File: config.mk
export PLATFORM = sky130hd
export DESIGN_NAME = dct_top
export DESIGN_NICKNAME = d
export VERILOG_FILES = /design/src/dct_pkg.sv /design/src/dct_clk_div.sv /design/src/dct_edge_det.sv /design/src/dct_top.sv
export VERILOG_INCLUDE_DIRS = /design/src /design/src/src
export SDC_FILE = /design/constraint.sdc
export NUM_CORES = 1
export LEC_CHECK = 0
export BUFFER_PORTS_ARGS = -buffer_cell sky130_fd_sc_hd__clkbuf_2
export CORE_UTILIZATION = 43
export DETAILED_ROUTE_END_ITERATION = 16
export MAX_ROUTING_LAYER = met4
export PLACE_DENSITY = 0.67
export SYNTH_ARGS = -nofsm -noshare
export SYNTH_HDL_FRONTEND = slang
export SYNTH_SLANG_ARGS = --single-unit
File: constraint.sdc
create_clock -name pclk -period 2.6 [get_ports pclk]
set_clock_uncertainty 0.1 [all_clocks]
set_input_delay 0.52 -clock pclk [delete_from_list [all_inputs] [get_ports pclk]]
set_output_delay 0.52 -clock pclk [all_outputs]
set_load 0.03 [all_outputs]
File: src/dct_map.svh
// Purpose: register indices, field positions, reset values and counts of the timer block
// Assumes: byte address of a register is four times its index
// Notes: definitions only
`ifndef DCT_MAP_SVH
`define DCT_MAP_SVH

`define DCT_IDX_T8_CTL 4'h0
`define DCT_IDX_SH_CTL 4'h1
`define DCT_IDX_T8_LOW_HOLD 4'h4
`define DCT_IDX_T8_HIGH_HOLD 4'h5
`define DCT_IDX_T16_LOW_HOLD 4'h6
`define DCT_IDX_T16_HIGH_HOLD 4'h7
`define DCT_IDX_CAP16_LOW 4'h8
`define DCT_IDX_CAP16_HIGH 4'h9
`define DCT_IDX_CAP8_LOW 4'ha
`define DCT_IDX_CAP8_HIGH 4'hb
`define DCT_IDX_IRQ_STATUS 4'hc
`define DCT_IDX_IRQ_MASK 4'hd
`define DCT_IDX_PORT3_CFG 4'he

`define DCT_T8_RUN 7
`define DCT_T8_SINGLE 6
`define DCT_T8_TIMEOUT 5
`define DCT_T8_CLK_HI 4
`define DCT_T8_CLK_LO 3
`define DCT_T8_CAP_MASK 2
`define DCT_T8_CNT_MASK 1
`define DCT_T8_P34_SEL 0

`define DCT_SH_MODE 7
`define DCT_SH_P36_DMD 6
`define DCT_SH_LOGIC_HI 5
`define DCT_SH_LOGIC_LO 4
`define DCT_SH_SUB_HI 3
`define DCT_SH_SUB_LO 2
`define DCT_SH_INIT8 1
`define DCT_SH_INIT16 0

`define DCT_P3_EDGE_HI 7
`define DCT_P3_EDGE_LO 6
`define DCT_P3_ANALOG 1
`define DCT_P3_T16_RUN 0

`define DCT_IRQ_CAPTURE 0
`define DCT_IRQ_T8_TIMEOUT 1
`define DCT_IRQ_P31_EDGE 2
`define DCT_IRQ_P32_EDGE 3
`define DCT_IRQ_T16_TIMEOUT 4

`define DCT_RST_BYTE 8'h00
`define DCT_RST_IRQ 5'h00
`define DCT_T8_MAX 8'hff
`define DCT_T16_MAX 16'hffff
`define DCT_FILTER_SHORT 4'h4
`define DCT_FILTER_LONG 4'h8

`define DCT_EDGE_FALL 2'h0
`define DCT_EDGE_RISE 2'h1
`define DCT_EDGE_BOTH 2'h2
`define DCT_LOGIC_AND 2'h0
`define DCT_LOGIC_OR 2'h1
`define DCT_LOGIC_NOR 2'h2
`define DCT_SUB_FORCE0 2'h2
`define DCT_SUB_FORCE1 2'h3
`define DCT_FLT_4 2'h1
`define DCT_FLT_8 2'h2

`endif

File: src/dct_pkg.sv
// Purpose: types shared by the timer block
// Assumes: nothing
// Notes: state of each module is one packed struct
package dct_pkg;

  typedef logic [7:0] dct_addr_t;
  typedef logic [7:0] dct_byte_t;

  typedef struct packed {
    dct_byte_t t8ctl;
    dct_byte_t shctl;
    dct_byte_t p3cfg;
    dct_byte_t h8l;
    dct_byte_t h8h;
    dct_byte_t h16l;
    dct_byte_t h16h;
    dct_byte_t c16l;
    dct_byte_t c16h;
    dct_byte_t c8l;
    dct_byte_t c8h;
    logic [4:0] stat;
    logic [4:0] mask;
    logic [1:0] eflag;
    dct_byte_t t8_cnt;
    logic [15:0] t16_cnt;
    logic timer8_output;
    logic timer16_output;
    logic t8_run_q;
    logic t16_run_q;
    logic flt_val;
    logic [3:0] flt_cnt;
    logic pready;
    logic pslverr;
    logic [31:0] prdata;
    logic irq;
    logic p34;
    logic p35;
    logic p36;
    logic cmp_en;
  } dct_top_s;

  typedef struct packed {
    logic [2:0] prev;
  } dct_edge_s;

  typedef struct packed {
    logic [2:0] cnt;
  } dct_div_s;

endpackage : dct_pkg

File: src/dct_clk_div.sv
// Purpose: prescaler giving a one-cycle count enable at pclk, /2, /4 or /8
// Assumes: divider restarts while the timer is stopped
// Notes: none
`timescale 1ns/1ps
module dct_clk_div (
  input wire logic pclk,
  input wire logic presetn,
  input wire logic run,
  input wire logic [1:0] sel,
  output logic tick
);
  import dct_pkg::*;

  dct_div_s s_r;
  dct_div_s s_nxt;
  logic [2:0] lim;

  always_comb begin
    s_nxt = s_r;
    lim = 3'((4'h1 << sel) - 4'h1);
    tick = run && ((s_r.cnt & lim) == lim);
    if (!run) begin
      s_nxt.cnt = 3'h0;
    end else begin
      s_nxt.cnt = 3'(s_r.cnt + 3'h1);
    end
  end

  always_ff @(posedge pclk or negedge presetn) begin
    if (!presetn) begin
      s_r <= '0;
    end else begin
      s_r <= s_nxt;
    end
  end

endmodule : dct_clk_div

File: src/dct_edge_det.sv
// Purpose: per-channel edge detector, falling, rising or both
// Assumes: inputs synchronous to pclk
// Notes: a high input at release of reset reads as one rising edge
`timescale 1ns/1ps
module dct_edge_det (
  input wire logic pclk,
  input wire logic presetn,
  input wire logic [2:0] sig,
  input wire logic [5:0] sel,
  input wire logic [2:0] en,
  output logic [2:0] rise,
  output logic [2:0] fall,
  output logic [2:0] hit
);
  import dct_pkg::*;

  `include "dct_map.svh"

  dct_edge_s s_r;
  dct_edge_s s_nxt;

  assign s_nxt.prev = sig;

  genvar i;
  generate
    for (i = 0; i < 3; i++) begin : g_ch
      assign rise[i] = en[i] && sig[i] && !s_r.prev[i];
      assign fall[i] = en[i] && !sig[i] && s_r.prev[i];
      assign hit[i] = (sel[2*i+1 -: 2] == `DCT_EDGE_FALL) ? fall[i] :
                      (sel[2*i+1 -: 2] == `DCT_EDGE_RISE) ? rise[i] :
                      (sel[2*i+1 -: 2] == `DCT_EDGE_BOTH) ? (rise[i] | fall[i]) : 1'b0;
    end
  endgenerate

  always_ff @(posedge pclk or negedge presetn) begin
    if (!presetn) begin
      s_r <= '0;
    end else begin
      s_r <= s_nxt;
    end
  end

endmodule : dct_edge_det

File: src/dct_top.sv
// Purpose: 8/16-bit counter/timer register front end with port 3 routing, APB slave
// Assumes: pins synchronous to pclk; comparators live outside and report digital results
// Notes: one wait state on every APB access
//
// Decided for this implementation: the APB slave port.
`timescale 1ns/1ps
module dct_top (
  input wire logic pclk,
  input wire logic presetn,
  input wire logic psel,
  input wire logic penable,
  input wire logic pwrite,
  input wire dct_pkg::dct_addr_t paddr,
  input wire logic [31:0] pwdata,
  output logic [31:0] prdata,
  output logic pready,
  output logic pslverr,
  input wire logic port3_bit1,
  input wire logic port3_bit2,
  input wire logic comparator1_result,
  input wire logic comparator2_result,
  input wire logic port2_bit0,
  input wire logic port3_bit4_data,
  input wire logic port3_bit6_data,
  output logic comparator_enable,
  output logic port3_bit4,
  output logic port3_bit5,
  output logic port3_bit6,
  output logic irq
);
  import dct_pkg::*;

  `include "dct_map.svh"

  dct_top_s s_r;
  dct_top_s s_nxt;

  logic [3:0] idx;
  logic mapped;
  logic acc;
  logic wr;
  logic rclr;
  dct_byte_t wd;
  dct_byte_t rd;
  logic demod;
  logic p31_in;
  logic p32_in;
  logic raw_dmd;
  logic [3:0] flt_len;
  logic t8_tick;
  logic [2:0] e_rise;
  logic [2:0] e_fall;
  logic [2:0] e_hit;
  logic [2:0] e_en;
  logic [4:0] ev;
  logic cap_ev;
  logic t8_to;
  logic t16_to;
  logic t8_start;
  logic t16_start;
  logic t8_run;
  logic t16_run;
  logic comb_out;

  assign demod = s_r.shctl[`DCT_SH_MODE];
  assign t8_run = s_r.t8ctl[`DCT_T8_RUN];
  assign t16_run = s_r.p3cfg[`DCT_P3_T16_RUN];

  assign p31_in = s_r.p3cfg[`DCT_P3_ANALOG] ? comparator1_result : port3_bit1;
  assign p32_in = s_r.p3cfg[`DCT_P3_ANALOG] ? comparator2_result : port3_bit2;

  assign raw_dmd = s_r.shctl[`DCT_SH_P36_DMD] ? port2_bit0 : p31_in;

  assign e_en = {demod && (t8_run || t16_run), 2'b11};

  dct_clk_div u_div (
    .pclk(pclk),
    .presetn(presetn),
    .run(t8_run || t16_run),
    .sel(s_r.t8ctl[`DCT_T8_CLK_HI:`DCT_T8_CLK_LO]),
    .tick(t8_tick)
  );

  dct_edge_det u_edge (
    .pclk(pclk),
    .presetn(presetn),
    .sig({s_r.flt_val, p32_in, p31_in}),
    .sel({s_r.shctl[`DCT_SH_LOGIC_HI:`DCT_SH_LOGIC_LO],
          s_r.p3cfg[`DCT_P3_EDGE_HI:`DCT_P3_EDGE_LO],
          s_r.p3cfg[`DCT_P3_EDGE_HI:`DCT_P3_EDGE_LO]}),
    .en(e_en),
    .rise(e_rise),
    .fall(e_fall),
    .hit(e_hit)
  );

  always_comb begin
    s_nxt = s_r;
    idx = paddr[5:2];
    wd = pwdata[7:0];
    acc = psel && penable;
    rd = 8'h00;
    ev = 5'h00;
    cap_ev = 1'b0;
    t8_to = 1'b0;
    t16_to = 1'b0;
    comb_out = 1'b0;
    flt_len = 4'h0;
    t8_start = t8_run && !s_r.t8_run_q;
    t16_start = t16_run && !s_r.t16_run_q;
    mapped = (paddr[1:0] == 2'h0) && (paddr[7:6] == 2'h0) &&
             (idx != 4'h2) && (idx != 4'h3) && (idx != 4'hf);

    unique case (idx)
      `DCT_IDX_T8_CTL: rd = s_r.t8ctl;
      `DCT_IDX_SH_CTL: rd = {s_r.shctl[7:2], demod ? s_r.eflag : s_r.shctl[1:0]};
      `DCT_IDX_T8_LOW_HOLD: rd = s_r.h8l;
      `DCT_IDX_T8_HIGH_HOLD: rd = s_r.h8h;
      `DCT_IDX_T16_LOW_HOLD: rd = s_r.h16l;
      `DCT_IDX_T16_HIGH_HOLD: rd = s_r.h16h;
      `DCT_IDX_CAP16_LOW: rd = s_r.c16l;
      `DCT_IDX_CAP16_HIGH: rd = s_r.c16h;
      `DCT_IDX_CAP8_LOW: rd = s_r.c8l;
      `DCT_IDX_CAP8_HIGH: rd = s_r.c8h;
      `DCT_IDX_IRQ_STATUS: rd = {3'h0, s_r.stat};
      `DCT_IDX_IRQ_MASK: rd = {3'h0, s_r.mask};
      `DCT_IDX_PORT3_CFG: rd = s_r.p3cfg;
      default: rd = 8'h00;
    endcase

    // answer one cycle into the access phase so prdata comes from a flop
    if (acc && !s_r.pready) begin
      s_nxt.pready = 1'b1;
      s_nxt.pslverr = !mapped;
      // read data stands until the next read answer, writes leave it alone
      if (!pwrite) begin
        s_nxt.prdata = mapped ? {24'h0, rd} : 32'h0;
      end
    end else begin
      s_nxt.pready = 1'b0;
      s_nxt.pslverr = 1'b0;
    end
    wr = acc && s_r.pready && pwrite && !s_r.pslverr;
    rclr = acc && s_r.pready && !pwrite && !s_r.pslverr && (idx == `DCT_IDX_IRQ_STATUS);

    if (wr) begin
      unique case (idx)
        `DCT_IDX_T8_CTL: begin
          // timeout flag is write-one-to-clear
          s_nxt.t8ctl = {wd[7:6], s_r.t8ctl[`DCT_T8_TIMEOUT] && !wd[`DCT_T8_TIMEOUT], wd[4:0]};
        end
        `DCT_IDX_SH_CTL: begin
          if (demod) begin
            s_nxt.shctl = {wd[7:2], s_r.shctl[1:0]};
            s_nxt.eflag = s_r.eflag & ~wd[1:0];
          end else begin
            s_nxt.shctl = wd;
          end
        end
        `DCT_IDX_T8_LOW_HOLD: s_nxt.h8l = wd;
        `DCT_IDX_T8_HIGH_HOLD: s_nxt.h8h = wd;
        `DCT_IDX_T16_LOW_HOLD: s_nxt.h16l = wd;
        `DCT_IDX_T16_HIGH_HOLD: s_nxt.h16h = wd;
        `DCT_IDX_IRQ_MASK: s_nxt.mask = wd[4:0];
        `DCT_IDX_PORT3_CFG: s_nxt.p3cfg = wd;
        default: s_nxt.t8ctl = s_nxt.t8ctl;
      endcase
    end

    // glitch filter: a new level must hold for the full length before it counts
    if (demod && (s_r.shctl[`DCT_SH_SUB_HI:`DCT_SH_SUB_LO] == `DCT_FLT_4)) begin
      flt_len = `DCT_FILTER_SHORT;
    end else if (demod && (s_r.shctl[`DCT_SH_SUB_HI:`DCT_SH_SUB_LO] == `DCT_FLT_8)) begin
      flt_len = `DCT_FILTER_LONG;
    end
    if (raw_dmd == s_r.flt_val) begin
      s_nxt.flt_cnt = 4'h0;
    end else if ((flt_len == 4'h0) || (4'(s_r.flt_cnt + 4'h1) >= flt_len)) begin
      s_nxt.flt_val = raw_dmd;
      s_nxt.flt_cnt = 4'h0;
    end else begin
      s_nxt.flt_cnt = 4'(s_r.flt_cnt + 4'h1);
    end

    // eight-bit timer
    s_nxt.t8_run_q = t8_run;
    if (!demod) begin
      if (t8_start) begin
        s_nxt.timer8_output = s_r.shctl[`DCT_SH_INIT8];
        s_nxt.t8_cnt = s_r.shctl[`DCT_SH_INIT8] ? s_r.h8h : s_r.h8l;
      end else if (t8_tick && t8_run) begin
        if (s_r.t8_cnt == 8'h00) begin
          t8_to = 1'b1;
          s_nxt.timer8_output = !s_r.timer8_output;
          s_nxt.t8_cnt = s_r.timer8_output ? s_r.h8l : s_r.h8h;
          if (s_r.t8ctl[`DCT_T8_SINGLE]) begin
            s_nxt.t8ctl[`DCT_T8_RUN] = 1'b0;
          end
        end else begin
          s_nxt.t8_cnt = 8'(s_r.t8_cnt - 8'h01);
        end
      end
    end else if (t8_run) begin
      if (e_hit[2]) begin
        cap_ev = 1'b1;
        // rising edge ends a low period
        if (e_rise[2]) begin
          s_nxt.c8l = s_r.t8_cnt;
        end
        // falling edge ends a high period
        if (e_fall[2]) begin
          s_nxt.c8h = s_r.t8_cnt;
        end
        s_nxt.t8_cnt = `DCT_T8_MAX;
      end else if (t8_tick) begin
        if (s_r.t8_cnt == 8'h00) begin
          t8_to = 1'b1;
          s_nxt.t8_cnt = `DCT_T8_MAX;
        end else begin
          s_nxt.t8_cnt = 8'(s_r.t8_cnt - 8'h01);
        end
      end
    end
    // edge status flags, set wins over clear
    if (demod && e_hit[2]) begin
      s_nxt.eflag = s_nxt.eflag | {e_rise[2], e_fall[2]};
    end
    // timeout flag, set wins over clear
    if (t8_to) begin
      s_nxt.t8ctl[`DCT_T8_TIMEOUT] = 1'b1;
    end

    // sixteen-bit timer
    s_nxt.t16_run_q = t16_run;
    if (!demod) begin
      if (t16_start) begin
        s_nxt.timer16_output = s_r.shctl[`DCT_SH_INIT16];
        s_nxt.t16_cnt = {s_r.h16h, s_r.h16l};
      end else if (t8_tick && t16_run) begin
        if (s_r.t16_cnt == 16'h0000) begin
          t16_to = 1'b1;
          s_nxt.timer16_output = !s_r.timer16_output;
          s_nxt.t16_cnt = {s_r.h16h, s_r.h16l};
        end else begin
          s_nxt.t16_cnt = 16'(s_r.t16_cnt - 16'h0001);
        end
      end
      if (s_r.shctl[`DCT_SH_SUB_HI:`DCT_SH_SUB_LO] == `DCT_SUB_FORCE0) begin
        s_nxt.timer16_output = 1'b0;
      end else if (s_r.shctl[`DCT_SH_SUB_HI:`DCT_SH_SUB_LO] == `DCT_SUB_FORCE1) begin
        s_nxt.timer16_output = 1'b1;
      end
    end else if (t16_run) begin
      if (e_hit[2]) begin
        s_nxt.c16h = s_r.t16_cnt[15:8];
        s_nxt.c16l = s_r.t16_cnt[7:0];
        s_nxt.t16_cnt = {s_r.h16h, s_r.h16l};
      end else if (t8_tick) begin
        if (s_r.t16_cnt == 16'h0000) begin
          t16_to = 1'b1;
          s_nxt.t16_cnt = `DCT_T16_MAX;
        end else begin
          s_nxt.t16_cnt = 16'(s_r.t16_cnt - 16'h0001);
        end
      end
    end

    ev[`DCT_IRQ_CAPTURE] = cap_ev && s_r.t8ctl[`DCT_T8_CAP_MASK];
    ev[`DCT_IRQ_T8_TIMEOUT] = t8_to && s_r.t8ctl[`DCT_T8_CNT_MASK];
    ev[`DCT_IRQ_P31_EDGE] = e_hit[0];
    ev[`DCT_IRQ_P32_EDGE] = e_hit[1];
    ev[`DCT_IRQ_T16_TIMEOUT] = t16_to;
    // only bits actually returned by the read are cleared; new events win
    s_nxt.stat = (s_r.stat & ~(rclr ? s_r.prdata[4:0] : 5'h00)) | ev;
    s_nxt.irq = |(s_nxt.stat & s_nxt.mask);

    unique case (s_r.shctl[`DCT_SH_LOGIC_HI:`DCT_SH_LOGIC_LO])
      `DCT_LOGIC_AND: comb_out = s_r.timer8_output & s_r.timer16_output;
      `DCT_LOGIC_OR: comb_out = s_r.timer8_output | s_r.timer16_output;
      `DCT_LOGIC_NOR: comb_out = !(s_r.timer8_output | s_r.timer16_output);
      default: comb_out = !(s_r.timer8_output & s_r.timer16_output);
    endcase
    s_nxt.p34 = s_r.t8ctl[`DCT_T8_P34_SEL] ? s_r.timer8_output : port3_bit4_data;
    s_nxt.p35 = s_r.timer16_output;
    s_nxt.p36 = (!demod && s_r.shctl[`DCT_SH_P36_DMD]) ? comb_out : port3_bit6_data;
    s_nxt.cmp_en = s_r.p3cfg[`DCT_P3_ANALOG];
  end

  always_ff @(posedge pclk or negedge presetn) begin
    if (!presetn) begin
      s_r <= '0;
    end else begin
      s_r <= s_nxt;
    end
  end

  assign prdata = s_r.prdata;
  assign pready = s_r.pready;
  assign pslverr = s_r.pslverr;
  assign comparator_enable = s_r.cmp_en;
  assign port3_bit4 = s_r.p34;
  assign port3_bit5 = s_r.p35;
  assign port3_bit6 = s_r.p36;
  assign irq = s_r.irq;

endmodule : dct_top

==> impl_metrics.toml <==
[global_route]
grt_pass1_wl_mm = 39.4
antenna_found_initial = 0
grt_max_degree = 67
grt_pass1_vias = 6570
overflow = 0
grt_usage = 0.269

[clocking]
cts_root_buf = "clkbuf_16"
clkLatencyLatePin_ps = 440
hold_buffers = 0
clkSlewWorstSetupHoldPaths_ps = 60
cts_tree = "built"
clock-sinks = 154
htreeDepth = 4
clk_path_buf_depth = 2
numCtsBuffers = 17

[critical_path]
path_cells = "mux2i_1, o221ai_1, a2111oi_0, buf_4, o21ai_0"
required_ps = 2820
r2r_cells = 5
crit_arrival_ps = 2700
cp_max_fo = 12
cp-end-kind = "flip-flop"
r2r_end = "prdata[1]$_DFFE_PN0P_"
r2r_start = "demod$_DFFE_PN0P_"
reg2reg_slack_ps = 110
path_delay_family = "compound AO/OA/AOI/OAI gates"
startpoint_type = "flip-flop"
cp.buffers_inverters = 1
max_stage_delay_ps = 700
cp_slowest_cell = "dfrtp_1"
worstSetupPathType = "reg -> reg"

[timing]
maxSlewHeadroom = 0.360
fin_crit_sh = 0.957
fin_setup_tns_ps = 0
maxSlewViolCount = 0
max_clock_freq_mhz = 402
grt_setup_unrepaired = "false"
min_period_ps = 2490
tightestPinTransition_ps = 950
setup_viol = 0
hold_viol_final = 0

[synth]
synthCells = 811
synth_flop_cell = "dfrtp_1"
synthArstFlopShare = 1.00
netlist_area_sq_um = 8680
synth_xor_area_frac = 0.00807
ys_types = 87
synth_top_family_by_area = "compound AO/OA/AOI/OAI gates"
syn_area_per_cell_sq_um = 10.7
synth_mux_area_frac = 0.167
synth_edf_count = 0
synth-seq-cells = 154
synth_compound_area_frac = 0.171
synth-simple-area-share = 0.126
yosys_warnings = 0
yosysSeqAreaShare = 0.444
yosys.area_share.adder = 0.0173

[floorplan]
die_w_microns = 144
std_cell_rows = 51
io_pins = 91
die_area_sq_um = 20800
coreArea_sq_um = 19700
start_util = 0.442
dieHeight_microns = 144

[route]
dr.pass1.iters = 6
vias_per_cell = 6.05
drc = 0
dr_total_vias = 7026
first_iter_violations = 660
wl_per_cell_microns = 22.0
drtAntennaViolNets = 0
drt-total-wl_mm = 25.6

[pwr]
leakagePower_nw = 4.67
power_w = 0.00728
ir_drop_uv = 409
power.density_nw_per_um2 = 727

[layout]
fillers = 1774
synthToLayoutAreaGrowth_pct = 15.2
fin_nets = 948
layout_common_cells = "dfrtp_1 (154), mux2_2 (98), buf_4 (57)"
drive_above_1_share = 0.290
finish.utilization = 0.509
num_antenna_cells = 0
layout_commonest_cell = "dfrtp_1"

[outcome]
status = "complete, no violations"

[worst_hold_path]
hold_path.class = "in -> async"

[placed_design]
dp.final_hpwl_mm = 19.2
io_buffers = 42
place_congestion = 0.962

[run]
cap_violations = 0
state kept, by name, summed over array words and instances (netlist names):
register	flops
u_div.s_r	3
pslverr	1
prdata	8
pready	1
irq	1
port3_bit4	1
s_nxt	4
s_r	128
u_edge.s_r	3
port3_bit5	1
port3_bit6	1
demod	1
comparator_enable	1
final cells by class:
class | count | area, sq um | area share
timing repair buffer | 102 | 704 | 0.0704
clock buffer | 20 | 447 | 0.0446
tap | 265 | 332 | 0.0331
sequential | 154 | 3850 | 0.385
multi-input combinational | 569 | 4360 | 0.435
clock inverter | 12 | 163 | 0.0163
inverter | 40 | 150 | 0.0150
worst max path at each step:
stage,depth (start not counted),slack (ps),startpoint,end
finish,5,110,demod$_DFFE_PN0P_,prdata[1]$_DFFE_PN0P_
global route,7,40,s_r[65]$_DFFE_PN0P_,s_r[68]$_DFFE_PN0P_
CTS,4,8,demod$_DFFE_PN0P_,s_r[53]$_DFFE_PN0P_
detailed placement,8,7,paddr[4],prdata[1]$_DFFE_PN0P_
global placement,8,-40,paddr[4],prdata[1]$_DFFE_PN0P_
floorplan,7,390,demod$_DFFE_PN0P_,s_r[43]$_DFFE_PN0P_
report_power, final:
part | total [W] | switching, W | internal [W]
combinational | 0.00175 | 0.00107 | 0.000682
clock | 0.00260 | 0.00105 | 0.00155
sequential | 0.00293 | 0.000300 | 0.00263
synthesized netlist by cell type (4+ instances only):
cell / count / area share
mux2_2: 98 / 0.13
a22oi_1: 10 / 0.0086
a21o_1: 5 / 0.0043
a2bb2oi_1: 9 / 0.0091
xnor2_1: 7 / 0.0071
a22o_1: 7 / 0.0071
and3_1: 7 / 0.0050
nand3_1: 22 / 0.013
nor4_1: 8 / 0.0058
nor2b_1: 13 / 0.0094
or3_1: 4 / 0.0029
nand4_1: 8 / 0.0058
a221o_1: 5 / 0.0058
dfrtp_1: 154 / 0.44
nand2b_1: 8 / 0.0058
clkbuf_1: 18 / 0.0078
a41oi_1: 4 / 0.0040
o21ai_0: 29 / 0.017
a21oi_1: 28 / 0.016
a31oi_1: 5 / 0.0036
buf_1: 5 / 0.0022
buf_4: 35 / 0.030
a21boi_0: 4 / 0.0035
a221oi_1: 5 / 0.0050
o221ai_1: 6 / 0.0061
nand3b_1: 5 / 0.0043
a21oi_2: 6 / 0.0061
nor3_1: 13 / 0.0075
nand2_1: 48 / 0.021
nor2_1: 35 / 0.015
inv_1: 40 / 0.017
o22ai_1: 11 / 0.0079
o32ai_1: 8 / 0.0081
o211ai_1: 4 / 0.0035
o31ai_1: 5 / 0.0043
mux2i_1: 28 / 0.032
a32oi_1: 6 / 0.0061
ha_1: 12 / 0.017
buf_2: 11 / 0.0063
through the flow:
step | instance area [sq um] | cells | setup slack, ps | hold WS [ps]
after global routing | 10000 | 1162 | 43.5 | 54.7
after detailed placement | 9390 | 1130 | 7.02 | 356
after CTS | 10000 | 1162 | 8.29 | 23.3
final | 10000 | 1162 | 112 | 4.73
after floorplan | 8770 | 834 | 392 | 124
after global placement | 9390 | 1130 | -44.0 | 351
what timing repair did:
action / 4_1_cts / 5_1_grt
gates resized for setup: 0 / 1
setup endpoints to repair: 0 / 10
setup buffers: 0 / 0
per-layer routing:
| metal | wire, microns | global-route usage |
|---|---|---|
| met1 | 11500 | 0.373 |
| met2 | 11500 | 0.396 |
| met3 | 1850 | 0.0411 |
| met4 | 726 | 0.100 |
| met5 | 0 | - |
kinds of logic (layout without fill, tap and decap cells):
kind of cell / Yosys count / in the layout
other cells: 1 / 24
buf+inv: 111 / 174
flops: 154 / 154
simple gates: 201 / 201
fa+ha+maj: 12 / 12
mux: 129 / 129
compound gates: 195 / 195
xor+xnor: 8 / 8
(Power assumes the default switching activity.)
